**config.mk**
```make
export PLATFORM = sky130hd
export DESIGN_NAME = dosc_control
export DESIGN_NICKNAME = d
export VERILOG_FILES = /design/src/dosc_control.v
export VERILOG_INCLUDE_DIRS = /design/src /design/src/src
export SDC_FILE = /design/constraint.sdc
export NUM_CORES = 1
export LEC_CHECK = 0
export ABC_AREA = 1
export BUFFER_PORTS_ARGS = -buffer_cell sky130_fd_sc_hd__buf_4
export CORE_MARGIN = 5
export CORE_UTILIZATION = 51
export CTS_BUF_LIST = sky130_fd_sc_hd__clkbuf_8
export CTS_CLUSTER_DIAMETER = 200
export DETAILED_ROUTE_END_ITERATION = 7
export HOLD_SLACK_MARGIN = 0.08
export PLACE_DENSITY = 0.71
export RECOVER_POWER = 25
export SYNTH_ARGS = -nofsm -noshare
export SYNTH_HDL_FRONTEND = slang
export SYNTH_SLANG_ARGS = --single-unit
```
**constraint.sdc**
```tcl
create_clock -name clk_sys -period 8 [get_ports clk_sys]
set_input_delay 0.4 -clock clk_sys [delete_from_list [all_inputs] [get_ports clk_sys]]
set_output_delay 0.4 -clock clk_sys [all_outputs]
set_load 0.01 [all_outputs]
```
**src/dosc_defines.vh**
```
/*
  Constants for the synthesizer output and sleep control block: register
  offsets, control-word field positions and reset values.
  Assumes it is included by bare name from the design file under src/.
*/
// Contract
// RQ1: While the internal clock sleeps, the accumulator freezes and the converter holds.
// RQ2: Frequency, phase and control words are still accepted while the clock sleeps.
// RQ3: Register selection by pins or bits keeps working during clock sleep.
// RQ4: Clearing the clock-sleep bit restarts; earlier changes appear after normal latency.
// RQ5: A rising power-down pin reaches the converter without waiting for a sample stage.
// RQ6: A falling power-down pin passes one extra sampling stage before release.
// RQ7: Square output enable bit one drives the pin; zero leaves it undriven.
// RQ8: Host keeps mode bit zero while the square output is enabled.
// RQ9: Enabled, mode zero, source and divide set: pin carries comparator output.
// RQ10: Source select clear and enabled: pin carries converter data MSB.
// RQ11: Rate bit zero gives MSB divided by two, one gives native MSB.
// RQ12: Mode zero sends phase through the sine lookup to the converter.
// RQ13: Mode one bypasses the lookup, giving a ten-bit linear triangle.
// RQ14: Host keeps power-down pin and converter power-down bit low for analog use.
// RQ15: Host may key the frequency select pin between two loaded frequencies.
// RQ16: Reserved output combinations drive a defined low and disturb no state.
// RQ17: Pin-or-software bit picks pin power-down, or separate clock and converter sleep bits.
// RQ18: A sixteen-bit word whose top two bits are 00 loads the control bits.
`ifndef DOSC_DEFINES_VH
`define DOSC_DEFINES_VH

// Register port offsets.
`define DOSC_OFS_WORD 4'h0
`define DOSC_OFS_STATUS 4'h4
`define DOSC_OFS_PHASE 4'h8

// Word type in bits 15:14.
`define DOSC_TYPE_CTRL 2'h0
`define DOSC_TYPE_FREQ0 2'h1
`define DOSC_TYPE_FREQ1 2'h2
`define DOSC_TYPE_PHASE 2'h3

// Control word bit positions, and the register-select bit of a phase word.
`define DOSC_B_B28 13
`define DOSC_B_HLB 12
`define DOSC_B_FSEL 11
`define DOSC_B_PSEL 10
`define DOSC_B_PINSW 9
`define DOSC_B_RESET 8
`define DOSC_B_CLOCK_SLEEP_BIT 7
`define DOSC_B_CONVERTER_POWERDOWN_BIT 6
`define DOSC_B_OPEN 5
`define DOSC_B_SRC 4
`define DOSC_B_RATE 3
`define DOSC_B_MODE 1
`define DOSC_B_PHSEL 13

// Reset values.
`define DOSC_CTRL_RST 14'h0000
`define DOSC_DAC_MID 10'h200

`endif

```
**src/dosc_control.v**
```verilog
/*
  Synthesizer core with output routing and sleep control: accumulator,
  frequency and phase registers, sine or triangle conversion, square-wave
  pin routing and power-down logic, loaded over a plain register port.
  Assumes one 50 MHz clock, a synchronous active-high reset, and that the
  pins freq_sel_pin, phase_sel_pin, powerdown_pin, reset_pin and
  comparator_in arrive from outside this clock domain.
*/
// The address-and-strobe port and the register addresses were decided locally.
`include "dosc_defines.vh"

module dosc_control (
  // Clock and reset.
  input wire clk_sys,
  input wire srst,
  // Register port.
  input wire [3:0] reg_addr,
  input wire [15:0] reg_wdata,
  input wire reg_wr,
  input wire reg_rd,
  output reg [15:0] reg_rdata,
  // Asynchronous device pins.
  input wire freq_sel_pin,
  input wire phase_sel_pin,
  input wire powerdown_pin,
  input wire reset_pin,
  input wire comparator_in,
  // Converter side.
  output reg [9:0] dac_data,
  output reg dac_powerdown,
  // Square-wave pin, two signals.
  output reg square_out,
  output reg square_out_oe
);

  // Two-stage synchronisers for the five pins, one per bit.
  wire [4:0] pin_raw;
  reg [4:0] pin_meta_q;
  reg [4:0] pin_sync_q;
  assign pin_raw = {comparator_in, reset_pin, powerdown_pin, phase_sel_pin, freq_sel_pin};

  genvar gi;
  generate
    for (gi = 0; gi < 5; gi = gi + 1) begin : g_sync
      always @(posedge clk_sys) begin
        if (srst) begin
          pin_meta_q[gi] <= 1'b0;
          pin_sync_q[gi] <= 1'b0;
        end else begin
          pin_meta_q[gi] <= pin_raw[gi];
          pin_sync_q[gi] <= pin_meta_q[gi];
        end
      end
    end
  endgenerate

  wire fsel_pin_s;
  wire psel_pin_s;
  wire pd_pin_s;
  wire rst_pin_s;
  wire cmp_s;
  assign fsel_pin_s = pin_sync_q[0];
  assign psel_pin_s = pin_sync_q[1];
  assign pd_pin_s = pin_sync_q[2];
  assign rst_pin_s = pin_sync_q[3];
  assign cmp_s = pin_sync_q[4];

  // Control and tuning registers.
  reg [13:0] ctrl_q;
  reg [27:0] freq0_q;
  reg [27:0] freq1_q;
  reg [11:0] phase0_q;
  reg [11:0] phase1_q;
  reg [13:0] lsb_hold_q;
  reg lsb_pending_q;

  wire [1:0] word_type;
  wire word_wr;
  assign word_type = reg_wdata[15:14];
  assign word_wr = reg_wr && (reg_addr == `DOSC_OFS_WORD);

  wire b28;
  wire hlb;
  wire pin_or_software_control;
  wire clock_sleep_bit;
  wire converter_powerdown_bit;
  wire square_out_enable;
  wire square_source_select;
  wire msb_rate_select;
  wire wave_mode;
  assign b28 = ctrl_q[`DOSC_B_B28];
  assign hlb = ctrl_q[`DOSC_B_HLB];
  assign pin_or_software_control = ctrl_q[`DOSC_B_PINSW];
  assign clock_sleep_bit = ctrl_q[`DOSC_B_CLOCK_SLEEP_BIT];
  assign converter_powerdown_bit = ctrl_q[`DOSC_B_CONVERTER_POWERDOWN_BIT];
  assign square_out_enable = ctrl_q[`DOSC_B_OPEN];
  assign square_source_select = ctrl_q[`DOSC_B_SRC];
  assign msb_rate_select = ctrl_q[`DOSC_B_RATE];
  assign wave_mode = ctrl_q[`DOSC_B_MODE];

  // Word loading is not gated by sleep, so software may retune a frozen core.
  always @(posedge clk_sys) begin
    if (srst) begin
      ctrl_q <= `DOSC_CTRL_RST;
      freq0_q <= 28'h0000000;
      freq1_q <= 28'h0000000;
      phase0_q <= 12'h000;
      phase1_q <= 12'h000;
      lsb_hold_q <= 14'h0000;
      lsb_pending_q <= 1'b0;
    end else if (word_wr) begin // RQ2
      case (word_type)
        `DOSC_TYPE_CTRL: begin
          ctrl_q <= reg_wdata[13:0]; // RQ18
          lsb_pending_q <= 1'b0;
        end
        `DOSC_TYPE_FREQ0, `DOSC_TYPE_FREQ1: begin
          // A full 28-bit load waits for its upper half before it lands.
          if (b28 && !lsb_pending_q) begin
            lsb_hold_q <= reg_wdata[13:0];
            lsb_pending_q <= 1'b1;
          end else if (b28) begin
            lsb_pending_q <= 1'b0;
            if (word_type == `DOSC_TYPE_FREQ0) begin
              freq0_q <= {reg_wdata[13:0], lsb_hold_q};
            end else begin
              freq1_q <= {reg_wdata[13:0], lsb_hold_q};
            end
          end else if (word_type == `DOSC_TYPE_FREQ0) begin
            if (hlb) begin
              freq0_q[27:14] <= reg_wdata[13:0];
            end else begin
              freq0_q[13:0] <= reg_wdata[13:0];
            end
          end else begin
            if (hlb) begin
              freq1_q[27:14] <= reg_wdata[13:0];
            end else begin
              freq1_q[13:0] <= reg_wdata[13:0];
            end
          end
        end
        `DOSC_TYPE_PHASE: begin
          if (reg_wdata[`DOSC_B_PHSEL]) begin
            phase1_q <= reg_wdata[11:0];
          end else begin
            phase0_q <= reg_wdata[11:0];
          end
        end
        default: begin
          lsb_pending_q <= lsb_pending_q;
        end
      endcase
    end
  end

  // Register selection runs on the free synchronising clock, never frozen.
  reg fsel_q;
  reg psel_q;
  always @(posedge clk_sys) begin
    if (srst) begin
      fsel_q <= 1'b0;
      psel_q <= 1'b0;
    end else begin
      fsel_q <= pin_or_software_control ? fsel_pin_s : ctrl_q[`DOSC_B_FSEL]; // RQ3
      psel_q <= pin_or_software_control ? psel_pin_s : ctrl_q[`DOSC_B_PSEL]; // RQ3
    end
  end

  // Power-down sources follow the pin-or-software bit.
  wire core_sleep;
  wire core_reset;
  assign core_sleep = !pin_or_software_control && clock_sleep_bit; // RQ17
  assign core_reset = pin_or_software_control ? rst_pin_s : ctrl_q[`DOSC_B_RESET];

  // Pin assertion goes straight to the output flop; release waits a stage
  // standing in for the falling-edge sample, so short glitches do not wake it.
  reg pd_release_q;
  always @(posedge clk_sys) begin
    if (srst) begin
      pd_release_q <= 1'b0;
      dac_powerdown <= 1'b0;
    end else begin
      pd_release_q <= pd_pin_s;
      if (pin_or_software_control) begin // RQ17
        if (pd_pin_s) begin
          dac_powerdown <= 1'b1; // RQ5
        end else begin
          dac_powerdown <= pd_release_q; // RQ6
        end
      end else begin
        dac_powerdown <= converter_powerdown_bit; // RQ17
      end
    end
  end

  // Accumulator and conversion pipeline; every stage holds while asleep.
  reg [27:0] accum_q;
  reg [11:0] phase_q;
  wire [27:0] freq_sel;
  wire [11:0] phase_off;
  assign freq_sel = fsel_q ? freq1_q : freq0_q;
  assign phase_off = psel_q ? phase1_q : phase0_q;

  always @(posedge clk_sys) begin
    if (srst || core_reset) begin
      accum_q <= 28'h0000000;
      phase_q <= 12'h000;
    end else if (!core_sleep) begin // RQ1
      accum_q <= accum_q + freq_sel;
      phase_q <= accum_q[27:16] + phase_off; // RQ4
    end
  end

  // Parabolic half-wave approximation used as the sine lookup table.
  function [9:0] sine_lookup_table;
    input [11:0] ph;
    reg [9:0] x;
    reg [19:0] prod;
    reg [9:0] mag;
    begin
      x = ph[10:1];
      prod = x * (10'h3ff - x);
      mag = prod[17:8];
      if (ph[11]) begin
        sine_lookup_table = `DOSC_DAC_MID - {1'b0, mag[9:1]};
      end else begin
        sine_lookup_table = `DOSC_DAC_MID + {1'b0, mag[9:1]};
      end
    end
  endfunction

  // Mode chooses the lookup or the linear triangle straight from the phase.
  wire [9:0] tri_wave;
  wire [9:0] wave_next;
  assign tri_wave = phase_q[11] ? ~phase_q[10:1] : phase_q[10:1]; // RQ13
  assign wave_next = wave_mode ? tri_wave : sine_lookup_table(phase_q); // RQ12

  always @(posedge clk_sys) begin
    if (srst || core_reset) begin
      dac_data <= `DOSC_DAC_MID;
    end else if (!core_sleep) begin
      dac_data <= wave_next; // RQ1
    end
  end

  // Divide-by-two of the converter MSB counts rising MSB edges.
  reg msb_prev_q;
  reg msb_div_q;
  always @(posedge clk_sys) begin
    if (srst || core_reset) begin
      msb_prev_q <= 1'b0;
      msb_div_q <= 1'b0;
    end else if (!core_sleep) begin
      msb_prev_q <= dac_data[9];
      if (dac_data[9] && !msb_prev_q) begin
        msb_div_q <= ~msb_div_q;
      end
    end
  end

  // Square pin routing; reserved settings drive a steady low.
  always @(posedge clk_sys) begin
    if (srst) begin
      square_out <= 1'b0;
      square_out_oe <= 1'b0;
    end else begin
      square_out_oe <= square_out_enable; // RQ7
      if (!square_out_enable || wave_mode) begin
        square_out <= 1'b0; // RQ16
      end else if (square_source_select) begin
        square_out <= msb_rate_select ? cmp_s : 1'b0; // RQ9
      end else if (msb_rate_select) begin
        square_out <= dac_data[9]; // RQ10
      end else begin
        square_out <= msb_div_q; // RQ11
      end
    end
  end

  // Read port; unmapped offsets answer zero.
  always @(posedge clk_sys) begin
    if (srst) begin
      reg_rdata <= 16'h0000;
    end else if (reg_rd) begin
      case (reg_addr)
        `DOSC_OFS_WORD: begin
          reg_rdata <= {2'b00, ctrl_q};
        end
        `DOSC_OFS_STATUS: begin
          reg_rdata <= {9'h000, lsb_pending_q, psel_q, fsel_q, core_reset,
            dac_powerdown, core_sleep, square_out_oe};
        end
        `DOSC_OFS_PHASE: begin
          reg_rdata <= {4'h0, phase_q};
        end
        default: begin
          reg_rdata <= 16'h0000;
        end
      endcase
    end else begin
      reg_rdata <= 16'h0000;
    end
  end

endmodule // dosc_control

```
After elaboration in Yosys (flattened, before gate mapping). Cells that the tools add are included.

Register bits: 193. Latch bits: 0. RAM bits: 0. Memory bits (read-only): 0. Bits of input ports: 29. Output and inout bits: 29. Word-level logic and storage cells: 103. Memories kept: 0.

Add/subtract/negate cells: 5. Multiply operators: 1. Divide/modulo/power cells: 0. Order comparisons: 0. Equality and inequality tests: 7. Shifts and indexed selects: 0. Multiplexer cells: 25. Bitwise operators: 7. Reduce and logical (&&, ||, !) cells: 27.

Operator list (count): $mux W28 (7); $pmux W14 S3 (1); $mux W10 (3); $add A28 B28 Y28 (1); $mux W14 (2); $reduce_and A5 Y1 (4); $mul A11 B11 Y18 (1); $add A12 B12 Y12 (1); $mux W12 (1); $reduce_and A3 Y1 (4); $sub A10 B10 Y11 const A (1); $add A10 B9 Y10 const A (1); $mux W1 (10); $not A10 Y10 (1); $sub A10 B9 Y10 const A (1); $not A1 Y1 (6); $reduce_or A2 Y1 (3); $eq A2 B2 Y1 const B (2); $eq A4 B3 Y1 const B (1); $eq A4 B4 Y1 const B (1); $logic_and A1 B1 Y1 (4); $logic_not A1 Y1 (4); $logic_not A4 Y1 (1); $reduce_and A2 Y1 (2); 7 further kinds (9).

Logic depth before layout (Yosys ltp). Gate-level depths: netlist of the first run.

Depth in word-level cells: 5. Mapped depth: 30. Depth with buffers taken out: 28.

Worst setup path before layout of the first run. OpenSTA, ideal clock, no wires.

Path kind: reg2reg. From: register phase_q[5]. To: register dac_data[7]. Setup time: 0.070 ns. Arrival: 5.002 ns. Required time: 7.930 ns. Path slack: 2.928 ns. Cell stages (with the launch flop): 24. Buffers on the path: 1. Clock period less this slack: 5.072 ns. Path through: dfxtp_1 inv_1 buf_1 nand2_1 fa_1 inv_1 fa_1 fa_1 fa_1 inv_1 fa_1 inv_1 ha_1 nand2_1 inv_1 a21oi_1 nand3b_1 nand2_1 nand3_1 nor2_2 nand2_1 nand2_1 nand3_1 a21oi_1.

Longest elaborated chain between the ends: 5. Elaborated cells on any way between the ends: 6. Those cells by class: add/sub: 3; mul: 1; mux: 2.

Ends and longest elaborated chain: start: declaration (line dosc_control.v:199) `reg [11:0] phase_q;`; start signal: assignment (line dosc_control.v:211) `phase_q <= accum_q[27:16] + phase_off;`; $sub A10 B10 Y11 (line dosc_control.v:223) `prod = x * (10'h3ff - x);`; $mul A11 B11 Y18 (*) (line dosc_control.v:223); $add A10 B9 Y10 (no line) or $sub A10 B9 Y10 (tied branches); $mux W10 (*) (line dosc_control.v:225) `if (ph[11]) begin`; $mux W10 (*) (line dosc_control.v:237) `assign wave_next = wave_mode ? tri_wave : sine_lookup_table(phase_q);`; end signal: assignment (line dosc_control.v:241) `` dac_data <= `DOSC_DAC_MID; ``; end signal: assignment (line dosc_control.v:243) `dac_data <= wave_next;`; end: declaration (line dosc_control.v:29) `output reg [9:0] dac_data,`.

Every way passes the cells marked *; elsewhere a longest branch is shown, timed or not. A chain may end at the register's enable or synchronous reset.

Worst setup path in the final report of the first run.
From: register phase_q[6]. To: register dac_data[7].

Same word-level chain as after synthesis.

==> flow_summary_export.csv, run 1 <==
group,metric,value,unit
clocking,cts_inserted_buffers,17,
critical_path,cp.required,8420,ps
timing,postLayoutSetupSlackWorst,2458,ps
floorplan,fp.dieH,170.7,µm
drt,remaining_drc_errors,0,
power_and_ir_drop,share_comb_of_total_power,8.6,%
timing,fin_hold_viols,0,
clocking,postCtsSetupRepairBufs,0,
power_and_ir_drop,clock_power_share,36.7,%
synthesis,post_synth_inst_count,1895,
timing,rsz_0062_raised_after_global_routing,"no",
critical_path,cpPeakStageDelay,600,ps
critical_path,critPathKind,"reg -> reg",
global_route,grt_pass1_vias,11190,
drt,detailedRoute.firstPassIterationCount,5,
drt,initialDrtViolationCount,929,
synthesis,synth.mux.area_fraction,0.1616,%
critical_path,timing.critical_path.to_type,"register",
critical_path,reg2reg_setup_slack,2460,ps
critical_path,crit_arrival,5960,ps
run_status,outcome,"finished with violations",
clocking,cts_tree,"built",
power_and_ir_drop,switching_share,28.93,%
synthesis,netlist_top_cells_area,"sky130_fd_sc_hd__dfxtp_1, sky130_fd_sc_hd__ha_1, sky130_fd_sc_hd__nand2_1, sky130_fd_sc_hd__inv_1, sky130_fd_sc_hd__fa_1",
clocking,path_clk_slew,120,ps
synthesis,synth-main-ff-cell,"sky130_fd_sc_hd__dfxtp_1",
synthesis,synth-seq-cells,191,
finish,design.final.nets,2087,
place,io_buffers,55,
place,place.detailed.hpwl,27920,µm
synthesis,synth-edff-count,0,
critical_path,critical_path.max_fanout,13,
drt,remaining_antenna_violation_count,0,
run_status,failed_checks,"capacitance limit, slew limit",
drt,vias_per_cell,5.325,
synthesis,synthDistinctLibCells,49,
finish,finish.utilization,55.30,%
clocking,clk_latency,480,ps
synthesis,synth-seq-area-share,29.04,%
global_route,grt_start_max_net_pins,103,
floorplan,start_util,51.99,%
place,pre_cts_ws,2492,ps
synthesis,synthesis.area_per_instance,6.948,µm²
clocking,clk_root_buf,"sky130_fd_sc_hd__clkbuf_8",
power_and_ir_drop,max-vdd-ir-drop,0.09817,mV
critical_path,timing.reg2reg.worst_path_depth,21,
critical_path,cp_launch_type,"register",
synthesis,synth_most_common_cell,"sky130_fd_sc_hd__nand2_1",
power_and_ir_drop,report.power.total,0.001769,W
synthesis,synth_xor_xnor_area_share,1.929,%
power_and_ir_drop,switchingPower,0.0005119,W
floorplan,design.portCount,58,
clocking,post_cts_repair_resize_count,0,
place,gpl.final_weighted_congestion,0.9461,
critical_path,r2r_end,"dac_data[7]",
clocking,cts-htree-levels,4,
timing,setup-violations-final,0,
synthesis,synth_top_family_by_area,"simple AND/OR/NAND/NOR gates",
clocking,cts.sinks,191,
power_and_ir_drop,register_share_of_total_power,54.7,%
critical_path,worst_r2r_startpoint,"phase_q[6]",
critical_path,series_of_cell_instances_along_the_critical_path,"inv_1, nor2_1, fa_1, fa_1, fa_1, fa_1, inv_1, fa_1, inv_1, ha_1, nand2_1, inv_1, a21oi_1, nand4_1, nand2_1, nand2_1, nor2_2, nand2_1, nand2_1, nand3_1, a21oi_1",
finish,area_delta_synth_final,6.376,%
finish,layout-drive-gt1-share,4.707,%
drt,wl,36550,µm
timing,fin_skew,24.13,ps
global_route,groute.usage.overall,25.31,%
timing,tightest_slew,3514,ps
floorplan,rows,58,
synthesis,mappedNetlistArea,0.01317,mm²
floorplan,core_area,0.02533,mm²
synthesis,synth_compound_gate_area_share,17.27,%
timing,max_freq,180.4,MHz
synthesis,yosysWarningCount,0,
power_and_ir_drop,p_int,0.001257,W
global_route,grt_first_pass_wirelength,58860,µm
floorplan,die_area,0.02913,mm²
critical_path,cp_slowest_cell,"sky130_fd_sc_hd__dfxtp_1",
synthesis,synthArstFlopShare,0,%
global_route,final_global_route_overflow_total,0,
timing,finalSetupTns,0,ps
floorplan,floorplan.die.width,170.7,µm
timing,slew_violations,103,
timing,final.min_clock_period,5542,ps
min_path,worst_min_delay_path_class,"in -> reg",
power_and_ir_drop,cellLeakagePower,6.930,nW
critical_path,crit_start,"phase_q[6]",
synthesis,yosys.area.top_type,"sky130_fd_sc_hd__dfxtp_1",
synthesis,post_synth_and_or_nand_nor_area_fraction,21.80,%
critical_path,critPathCapture,"dac_data[7]",
timing,slew_headroom,-134.3,%
timing,final.period_utilization,69.28,%
drt,detailroute.via_count,11940,
global_route,grt_antenna_before_repair,0,
drt,route.detailed.wl_per_inst,16.30,µm
clocking,clock_path_buffers,2,
synthesis,netlist.area_leader.share,29.04,%
clocking,cts_hold_buffers,0,
timing,finalHoldWorstSlack,116.4,ps
job,timing.max_cap.violations,1,
synthesis,synthTopCellsByCount,"sky130_fd_sc_hd__nand2_1, sky130_fd_sc_hd__inv_1, sky130_fd_sc_hd__nor2_1",
synthesis,synth_adder_area_share,18.19,%
finish,n_antenna_cell,0,
power_and_ir_drop,power_per_cell_area,126.3,mW/mm²
## kinds of logic (layout without fill, tap and decap cells)
| family | after synthesis | count (layout) |
|---|---|---|
| adder cells (fa/ha/maj) | 159 | 159 |
| other | 1 | 2 |
| XOR/XNOR | 29 | 29 |
| flip-flops | 191 | 191 |
| multiplexers | 2 | 2 |
| buffers and inverters | 395 | 411 |
| AND/OR/NAND/NOR | 690 | 690 |
| AO/OA/AOI/OAI | 428 | 428 |
## flip-flops by register name, summed over array words and instances (netlist names), 5 cells and up
name,count
phase_q,12
phase0_q,12
phase1_q,12
accum_q,28
ctrl_q,14
pin_meta_q,5
dac_data,10
lsb_hold_q,14
reg_rdata,14
freq1_q,28
freq0_q,28
## layout by cell type (no fill, tap or decap), types with 10 or more instances in the layout
| cell type | n |
|---|---|
| sky130_fd_sc_hd__nand2_1 | 347 |
| sky130_fd_sc_hd__inv_1 | 308 |
| sky130_fd_sc_hd__nor2_1 | 224 |
| sky130_fd_sc_hd__o21ai_0 | 212 |
| sky130_fd_sc_hd__dfxtp_1 | 191 |
| sky130_fd_sc_hd__a21oi_1 | 160 |
| sky130_fd_sc_hd__ha_1 | 105 |
| sky130_fd_sc_hd__nand3_1 | 56 |
| sky130_fd_sc_hd__fa_1 | 54 |
| sky130_fd_sc_hd__buf_4 | 30 |
| sky130_fd_sc_hd__clkbuf_1 | 29 |
| sky130_fd_sc_hd__nor3_1 | 19 |
| sky130_fd_sc_hd__xor2_1 | 19 |
| sky130_fd_sc_hd__nand4_1 | 18 |
| sky130_fd_sc_hd__clkbuf_8 | 18 |
| sky130_fd_sc_hd__o21bai_1 | 12 |
| sky130_fd_sc_hd__o211ai_1 | 12 |
| sky130_fd_sc_hd__xnor2_1 | 10 |
## final cells by class
cell class	instances	area (µm²)
clock buffers	18	247.7
multi-input cells	1310	7824
fillers	2472	11320
flip-flops and latches	191	3824
repair buffers	59	334.1
clock inverters	14	161.4
inverters	320	1202
well taps	330	412.9
## critical path: cells and delay by family, from the launching register on
family	cells	cell delay, ps
compound gates	2	400
fa+ha+maj	6	2880
buf+inv	4	460
flops	1	600
simple gates	9	1130
## how the worst min path moves through the flow
stage               cells past startpoint             to           from  slack [ps]
detailed placement                      2     fsel_pin_s  pin_meta_q[0]         400
global placement                        2       pd_pin_s  pin_meta_q[2]         390
floorplan                               2          cmp_s  pin_meta_q[4]         390
finish                                  3  pin_meta_q[4]  comparator_in         120
CTS                                     3  pin_meta_q[4]  comparator_in         100
global route                            3  pin_meta_q[4]  comparator_in         120
## per-layer routing
| metal | global-route usage [%] | routed length [µm] | vias up |
|---|---|---|---|
| li1 | - | - | 6039 |
| met1 | 32.49 | 15370 | 5539 |
| met2 | 43.02 | 17810 | 296 |
| met3 | 3.420 | 1752 | 65 |
| met4 | 10.45 | 1616 | 0 |
| met5 | 0 | 0 | - |
## metrics by stage
step | cells | instance area, µm²
floorplan | 1896 | 13170
global placement | 2210 | 13710
detailed placement | 2210 | 13710
CTS | 2242 | 14110
global route | 2242 | 14010
finish | 2242 | 14010
## power groups by stage
stage | Combinational, W | Sequential, W | Clock [W]
6_report | 0.000152 | 0.000968 | 0.000650
4_1_cts | 0.000153 | 0.000968 | 0.000661
3_5_place_dp | 0.000152 | 0.000989 | 0
2_1_floorplan | 0.000100 | 0.000987 | 0
3_3_place_gp | 0.000150 | 0.000989 | 0
5_1_grt | 0.000173 | 0.000969 | 0.000700
Note: power is estimated with default switching activity, not from simulation.
==> run 2: changes to the inputs <==
==> constraint.sdc (replaced) <==
create_clock -name clk_sys -period 5.3 [get_ports clk_sys]
set_input_delay 0.265 -clock clk_sys [delete_from_list [all_inputs] [get_ports clk_sys]]
set_output_delay 0.265 -clock clk_sys [all_outputs]
set_load 0.01 [all_outputs]
==> run 2 against run 1 <==
Non-clock buffer count is 33 higher; final area is 2.8% higher; the run still ends with capacitance limit, slew limit left; critical path type unchanged; combinational power increased by 61%; worst setup slack worse by 2200 ps; sequential share of layout area is 0.69 points lower; register-to-register slack got worse by 2200 ps; clock-buffer cell count decreased by 1; critical endpoint is now dac_data[8]; clock skew up 0.66 ps; clock power is 60% higher; maximum frequency increased by 11%.
==> flow_summary_export.csv, run 2 (synthesis gave the netlist of run 1 again) <==
group,metric,value,unit
floorplan,start_util,51.99,%
floorplan,rows,58,
timing,slew_headroom,-135.0,%
power_and_ir_drop,switchingPower,0.0007910,W
drt,route.detailed.wl_per_inst,16.07,µm
timing,final.period_utilization,94.43,%
finish,most_used_cells_in_the_layout_excluding_fill_and_tap_cells,"sky130_fd_sc_hd__nand2_1, sky130_fd_sc_hd__inv_1, sky130_fd_sc_hd__nor2_1",
finish,finish.utilization,56.83,%
floorplan,design.portCount,58,
finish,design.final.nets,2120,
power_and_ir_drop,switching_share,28.87,%
drt,remaining_antenna_violation_count,0,
critical_path,timing.critical_path.to_type,"register",
drt,detailedRoute.firstPassIterationCount,5,
finish,area_delta_synth_final,9.322,%
global_route,grt_first_pass_wirelength,58300,µm
run_status,outcome,"finished with violations",
power_and_ir_drop,share_comb_of_total_power,8.9,%
timing,postLayoutSetupSlackWorst,295.0,ps
global_route,grt_pass1_vias,11340,
min_path,worst_min_delay_path_class,"in -> reg",
finish,mostFrequentLayoutCell,"sky130_fd_sc_hd__nand2_1",
finish,fillerInstances,2492,
global_route,final_global_route_overflow_total,0,
clocking,clock_path_buffers,2,
drt,initialDrtViolationCount,813,
power_and_ir_drop,report.power.total,0.002740,W
finish,n_antenna_cell,0,
place,io_buffers,55,
floorplan,core_area,0.02533,mm²
place,placed_area,0.01389,mm²
clocking,cts.sinks,191,
timing,tightest_slew,3526,ps
finish,sequential_cell_area,0.003830,mm²
critical_path,cp.required,5720,ps
power_and_ir_drop,cellLeakagePower,7.104,nW
place,place.detailed.instances,2234,
floorplan,die_area,0.02913,mm²
job,timing.max_cap.violations,1,
power_and_ir_drop,max-vdd-ir-drop,0.2182,mV
finish,finish.instance_area,0.01439,mm²
global_route,grt_start_max_net_pins,102,
clocking,cts_tree,"built",
drt,wl,36560,µm
finish,layout_top_registers,"accum_q: 28 flops, freq0_q: 28 flops, freq1_q: 28 flops",
timing,fin_hold_viols,0,
clocking,path_clk_slew,130,ps
power_and_ir_drop,clock_power_share,37.8,%
global_route,grt_antenna_before_repair,0,
finish,layout-drive-gt1-share,7.095,%
clocking,cts_inserted_buffers,17,
power_and_ir_drop,power_per_cell_area,190.4,mW/mm²
timing,setup-violations-final,0,
floorplan,fp.dieH,170.7,µm
critical_path,critPathKind,"reg -> reg",
clocking,cts-htree-levels,4,
power_and_ir_drop,p_int,0.001949,W
clocking,clk_root_buf,"sky130_fd_sc_hd__clkbuf_8",
place,pre_cts_ws,94.82,ps
place,place.detailed.hpwl,28090,µm
finish,instances_no_fill,2275,
timing,max_freq,199.8,MHz
floorplan,floorplan.die.width,170.7,µm
place,gpl.final_weighted_congestion,0.9894,
drt,vias_per_cell,5.317,
power_and_ir_drop,register_share_of_total_power,53.3,%
global_route,groute.usage.overall,25.14,%
timing,slew_violations,102,
timing,final.min_clock_period,5005,ps
critical_path,crit_arrival,5430,ps
timing,fin_skew,24.79,ps
critical_path,cp_launch_type,"register",
critical_path,critical_path.max_fanout,9,
run_status,failed_checks,"capacitance limit, slew limit",
drt,detailroute.via_count,12100,
finish,multi_input_area,0.007893,mm²
drt,remaining_drc_errors,0,
clocking,clk_latency,490,ps
==> run 2: timing repair <==
item | 4_1_cts | 5_1_grt
hold buffers | 8 | 0
setup buffers | 0 | 1
setup endpoints to repair | 0 | 8
gates resized for setup | 0 | 27
endpoints found under the hold margin | 11 | 0
==> run 2: layout make-up <==
class | count | area share, %
clock buffer | 17 | 1.626
multi-input combinational | 1310 | 54.83
tap | 330 | 2.869
clock inverter | 15 | 1.513
inverter | 320 | 8.371
sequential | 191 | 26.61
timing repair buffer | 92 | 4.181
==> run 2: worst paths after layout <==
| path | start | endpoint | slack [ps] | cells after the start |
|---|---|---|---|---|
| hold reg to reg | pin_meta_q[3] | rst_pin_s | 420 | 2 |
| setup reg to reg | phase_q[6] | dac_data[8] | 290 | 24 |
| hold / removal | reg_addr[3] | reg_rdata[9] | 120 | 4 |
| setup / recovery | phase_q[6] | dac_data[8] | 290 | 24 |
==> run 2: per-stage QoR <==
step / hold slack [ps] / TNS, ps
finish: 120.1 / 0
global route: 112.4 / -1.590
CTS: 97.05 / 0
detailed placement: 400.4 / 0
global placement: 390.9 / 0
floorplan: 372.0 / 0
==> run 2: per-layer routing <==
layer | vias up | track usage, % | part of all wire (%)
li1 | 6105 | - | -
met1 | 5599 | 31.33 | 42
met2 | 306 | 43.31 | 49
met3 | 87 | 3.189 | 4.6
met4 | 0 | 11.81 | 4.5
met5 | - | 0 | 0
==> run 2: power by group through the flow <==
stage,Clock [W],Sequential [W],Combinational (W)
after floorplan,0,0.00149,0.000151
after global placement,0,0.00149,0.000229
after detailed placement,0,0.00149,0.000232
after CTS,0.00106,0.00146,0.000238
after global routing,0.00110,0.00146,0.000276
final,0.00104,0.00146,0.000245
==> run 2: worst max-delay path, stage by stage (launching register included) <==
cell	delay, ps
sky130_fd_sc_hd__dfxtp_1	360
sky130_fd_sc_hd__buf_4	190
sky130_fd_sc_hd__nand2_1	90
sky130_fd_sc_hd__fa_1	560
sky130_fd_sc_hd__fa_1	430
sky130_fd_sc_hd__fa_1	490
sky130_fd_sc_hd__inv_1	50
sky130_fd_sc_hd__fa_1	520
sky130_fd_sc_hd__inv_1	50
sky130_fd_sc_hd__fa_1	520
sky130_fd_sc_hd__inv_1	40
sky130_fd_sc_hd__ha_2	360
sky130_fd_sc_hd__nand2_1	100
sky130_fd_sc_hd__inv_1	90
sky130_fd_sc_hd__nand2_1	70
sky130_fd_sc_hd__nand2_1	60
sky130_fd_sc_hd__nand2_1	50
sky130_fd_sc_hd__nand2_2	90
sky130_fd_sc_hd__ha_2	200
sky130_fd_sc_hd__nand3_1	110
sky130_fd_sc_hd__nand2_2	110
sky130_fd_sc_hd__nand3_1	90
sky130_fd_sc_hd__nand2_1	60
sky130_fd_sc_hd__nand3_1	70
sky130_fd_sc_hd__a21oi_1	160
==> run 3: changes to the inputs <==
--- a/config.mk
+++ b/config.mk
@@ -9,12 +9,12 @@
 export ABC_AREA = 1
 export BUFFER_PORTS_ARGS = -buffer_cell sky130_fd_sc_hd__buf_4
 export CORE_MARGIN = 5
-export CORE_UTILIZATION = 51
+export CORE_UTILIZATION = 25
 export CTS_BUF_LIST = sky130_fd_sc_hd__clkbuf_8
 export CTS_CLUSTER_DIAMETER = 200
 export DETAILED_ROUTE_END_ITERATION = 7
 export HOLD_SLACK_MARGIN = 0.08
-export PLACE_DENSITY = 0.71
+export PLACE_DENSITY = 0.42
 export RECOVER_POWER = 25
 export SYNTH_ARGS = -nofsm -noshare
 export SYNTH_HDL_FRONTEND = slang
==> constraint.sdc (replaced) <==
create_clock -name clk_sys -period 5.3 [get_ports clk_sys]
set_input_delay 0.265 -clock clk_sys [delete_from_list [all_inputs] [get_ports clk_sys]]
set_output_delay 0.265 -clock clk_sys [all_outputs]
set_load 0.05 [all_outputs]
==> run 3 against run 2 <==
The run still ends with capacitance limit, slew limit left; cell count up 17%; non-clock buffer count up 22; via count down 1.5%; die area up 97%; register-to-register slack about the same; sequential power about the same; sequential share of layout area down 1.1 points; critical endpoint is now dac_data[7]; worst setup slack worse by 5.5 ps; combinational power up 12%; highest routed layer is now met5; critical path type unchanged; largest cell class unchanged.
==> flow_summary_export.csv, run 3 (synthesis gave the netlist of run 1 again) <==
group,metric,value,unit
run_status,outcome,"finished with violations",
run_status,failed_checks,"capacitance limit, slew limit",
finish,layout-drive-gt1-share,7.270,%
finish,area_delta_synth_final,14.36,%
drt,detailroute.via_count,11920,
power_and_ir_drop,max-vdd-ir-drop,0.1297,mV
floorplan,floorplan.die.width,239.5,µm
floorplan,core_area,0.05234,mm²
timing,fin_skew,18.61,ps
global_route,grt_first_pass_wirelength,65710,µm
clocking,clk_root_buf,"sky130_fd_sc_hd__clkbuf_8",
min_path,worst_min_delay_path_class,"in -> reg",
floorplan,fp.dieH,239.5,µm
finish,n_antenna_cell,0,
place,io_buffers,55,
critical_path,cp_launch_type,"register",
power_and_ir_drop,report.power.total,0.002839,W
floorplan,start_util,25.16,%
clocking,cts.sinks,191,
finish,fillerInstances,5890,
timing,finalSetupTns,0,ps
drt,route.detailed.wl_per_inst,16.07,µm
place,pre_cts_ws,12.42,ps
global_route,groute.usage.overall,14.85,%
drt,vias_per_cell,4.490,
clocking,cts-htree-levels,4,
place,gpl.final_weighted_congestion,0.8449,
timing,finalHoldWorstSlack,167.1,ps
timing,slew_headroom,-19.15,%
job,timing.max_cap.violations,1,
critical_path,crit_arrival,5500,ps
global_route,grt_antenna_before_repair,1,
critical_path,timing.critical_path.to_type,"register",
drt,remaining_antenna_violation_count,0,
floorplan,rows,84,
global_route,final_global_route_overflow_total,0,
timing,final.period_utilization,94.54,%
finish,sequential_cell_area,0.003835,mm²
floorplan,design.portCount,58,
finish,multi_input_area,0.007895,mm²
floorplan,die_area,0.05736,mm²
timing,setup-violations-final,0,
clocking,cts_tree,"built",
clocking,clock_path_buffers,2,
timing,postLayoutSetupSlackWorst,289.5,ps
clocking,clk_latency,560,ps
drt,remaining_drc_errors,0,
finish,most_used_cells_in_the_layout_excluding_fill_and_tap_cells,"sky130_fd_sc_hd__nand2_1, sky130_fd_sc_hd__inv_1, sky130_fd_sc_hd__nor2_1",
drt,initialDrtViolationCount,655,
timing,tightest_slew,1787,ps
finish,mostFrequentLayoutCell,"sky130_fd_sc_hd__nand2_1",
power_and_ir_drop,cellLeakagePower,7.206,nW
place,place.detailed.hpwl,32460,µm
global_route,grt_start_max_net_pins,102,
critical_path,critPathKind,"reg -> reg",
critical_path,cp.required,5790,ps
timing,fin_hold_viols,0,
drt,wl,42670,µm
place,placed_area,0.01434,mm²
timing,final.min_clock_period,5011,ps
timing,slew_violations,102,
finish,design.final.nets,2142,
critical_path,critical_path.max_fanout,8,
drt,detailedRoute.firstPassIterationCount,5,
finish,finish.instance_area,0.01506,mm²
clocking,path_clk_slew,110,ps
timing,max_freq,199.6,MHz
finish,layout_top_registers,"accum_q: 28 flops, freq0_q: 28 flops, freq1_q: 28 flops",
clocking,cts_inserted_buffers,17,
timing,rsz_0062_raised_after_global_routing,"no",
global_route,grt_pass1_vias,11450,
power_and_ir_drop,power_per_cell_area,188.5,mW/mm²
==> run 3: worst paths after layout <==
path,depth (start not counted),slack (ps),endpoint,start
worst max-delay path,21,290,dac_data[7],phase_q[7]
worst min-delay path,4,170,lsb_pending_q,reg_wr
worst max register to register,21,290,dac_data[7],phase_q[7]
worst min register to register,2,410,psel_pin_s,pin_meta_q[1]
==> run 3: layout make-up <==
class	count	share of cell area, %
Timing Repair Buffer	114	5.501
Sequential cell	191	25.47
Clock inverter	14	1.222
Multi-Input combinational cell	1310	52.43
Clock buffer	18	1.645
Tap cell	688	5.717
Inverter	320	8.011
==> run 3: layer usage <==
layer / vias up / wire length (µm) / part of all wire [%] / global-route usage [%]
met3: 44 / 1298 / 3.0 / 2.798
met4: 2 / 873 / 2.0 / 3.960
met5: - / 13 / 0.030 / 0
met2: 161 / 20810 / 49 / 25.55
met1: 5567 / 19670 / 46 / 19.16
li1: 6147 / - / - / -
==> run 3: worst max-delay path, stage by stage, from the launching register on <==
cell and delay (ps):
sky130_fd_sc_hd__dfxtp_2 430, sky130_fd_sc_hd__nand2_1 100, sky130_fd_sc_hd__fa_1 540, sky130_fd_sc_hd__inv_1 60
sky130_fd_sc_hd__fa_1 520, sky130_fd_sc_hd__fa_1 440, sky130_fd_sc_hd__fa_1 550, sky130_fd_sc_hd__inv_1 50
sky130_fd_sc_hd__fa_1 520, sky130_fd_sc_hd__inv_1 40, sky130_fd_sc_hd__ha_2 310, sky130_fd_sc_hd__nand2_1 170
sky130_fd_sc_hd__inv_1 100, sky130_fd_sc_hd__a21oi_2 160, sky130_fd_sc_hd__nand3b_1 90, sky130_fd_sc_hd__nand2_1 130
sky130_fd_sc_hd__nand3_1 190, sky130_fd_sc_hd__nor2_4 160, sky130_fd_sc_hd__nand2_1 80, sky130_fd_sc_hd__nand2_1 60
sky130_fd_sc_hd__nand3_1 70, sky130_fd_sc_hd__a21oi_1 170
==> run 3: power breakdown <==
| group | switching, W | internal (W) | leakage [nW] |
|---|---|---|---|
| clock network | 0.000615 | 0.000489 | 0.223 |
| registers | 0.0000106 | 0.00145 | 1.55 |
| logic | 0.000180 | 0.0000950 | 5.44 |
==> run 3: repair_timing <==
action	in CTS	in global routing
setup buffers	0	2
endpoints found under the hold margin	75	0
hold buffers	29	0
setup endpoints to repair	1	8
resized for setup	2	31
pin swaps	0	1
==> run 3: per-stage QoR <==
stage                     utilization, %  cells
after floorplan                        -   1896
after global placement             27.39   2592
after detailed placement           27.39   2592
after CTS                          28.77   2653
after global routing               28.77   2655
final                              28.77   2655
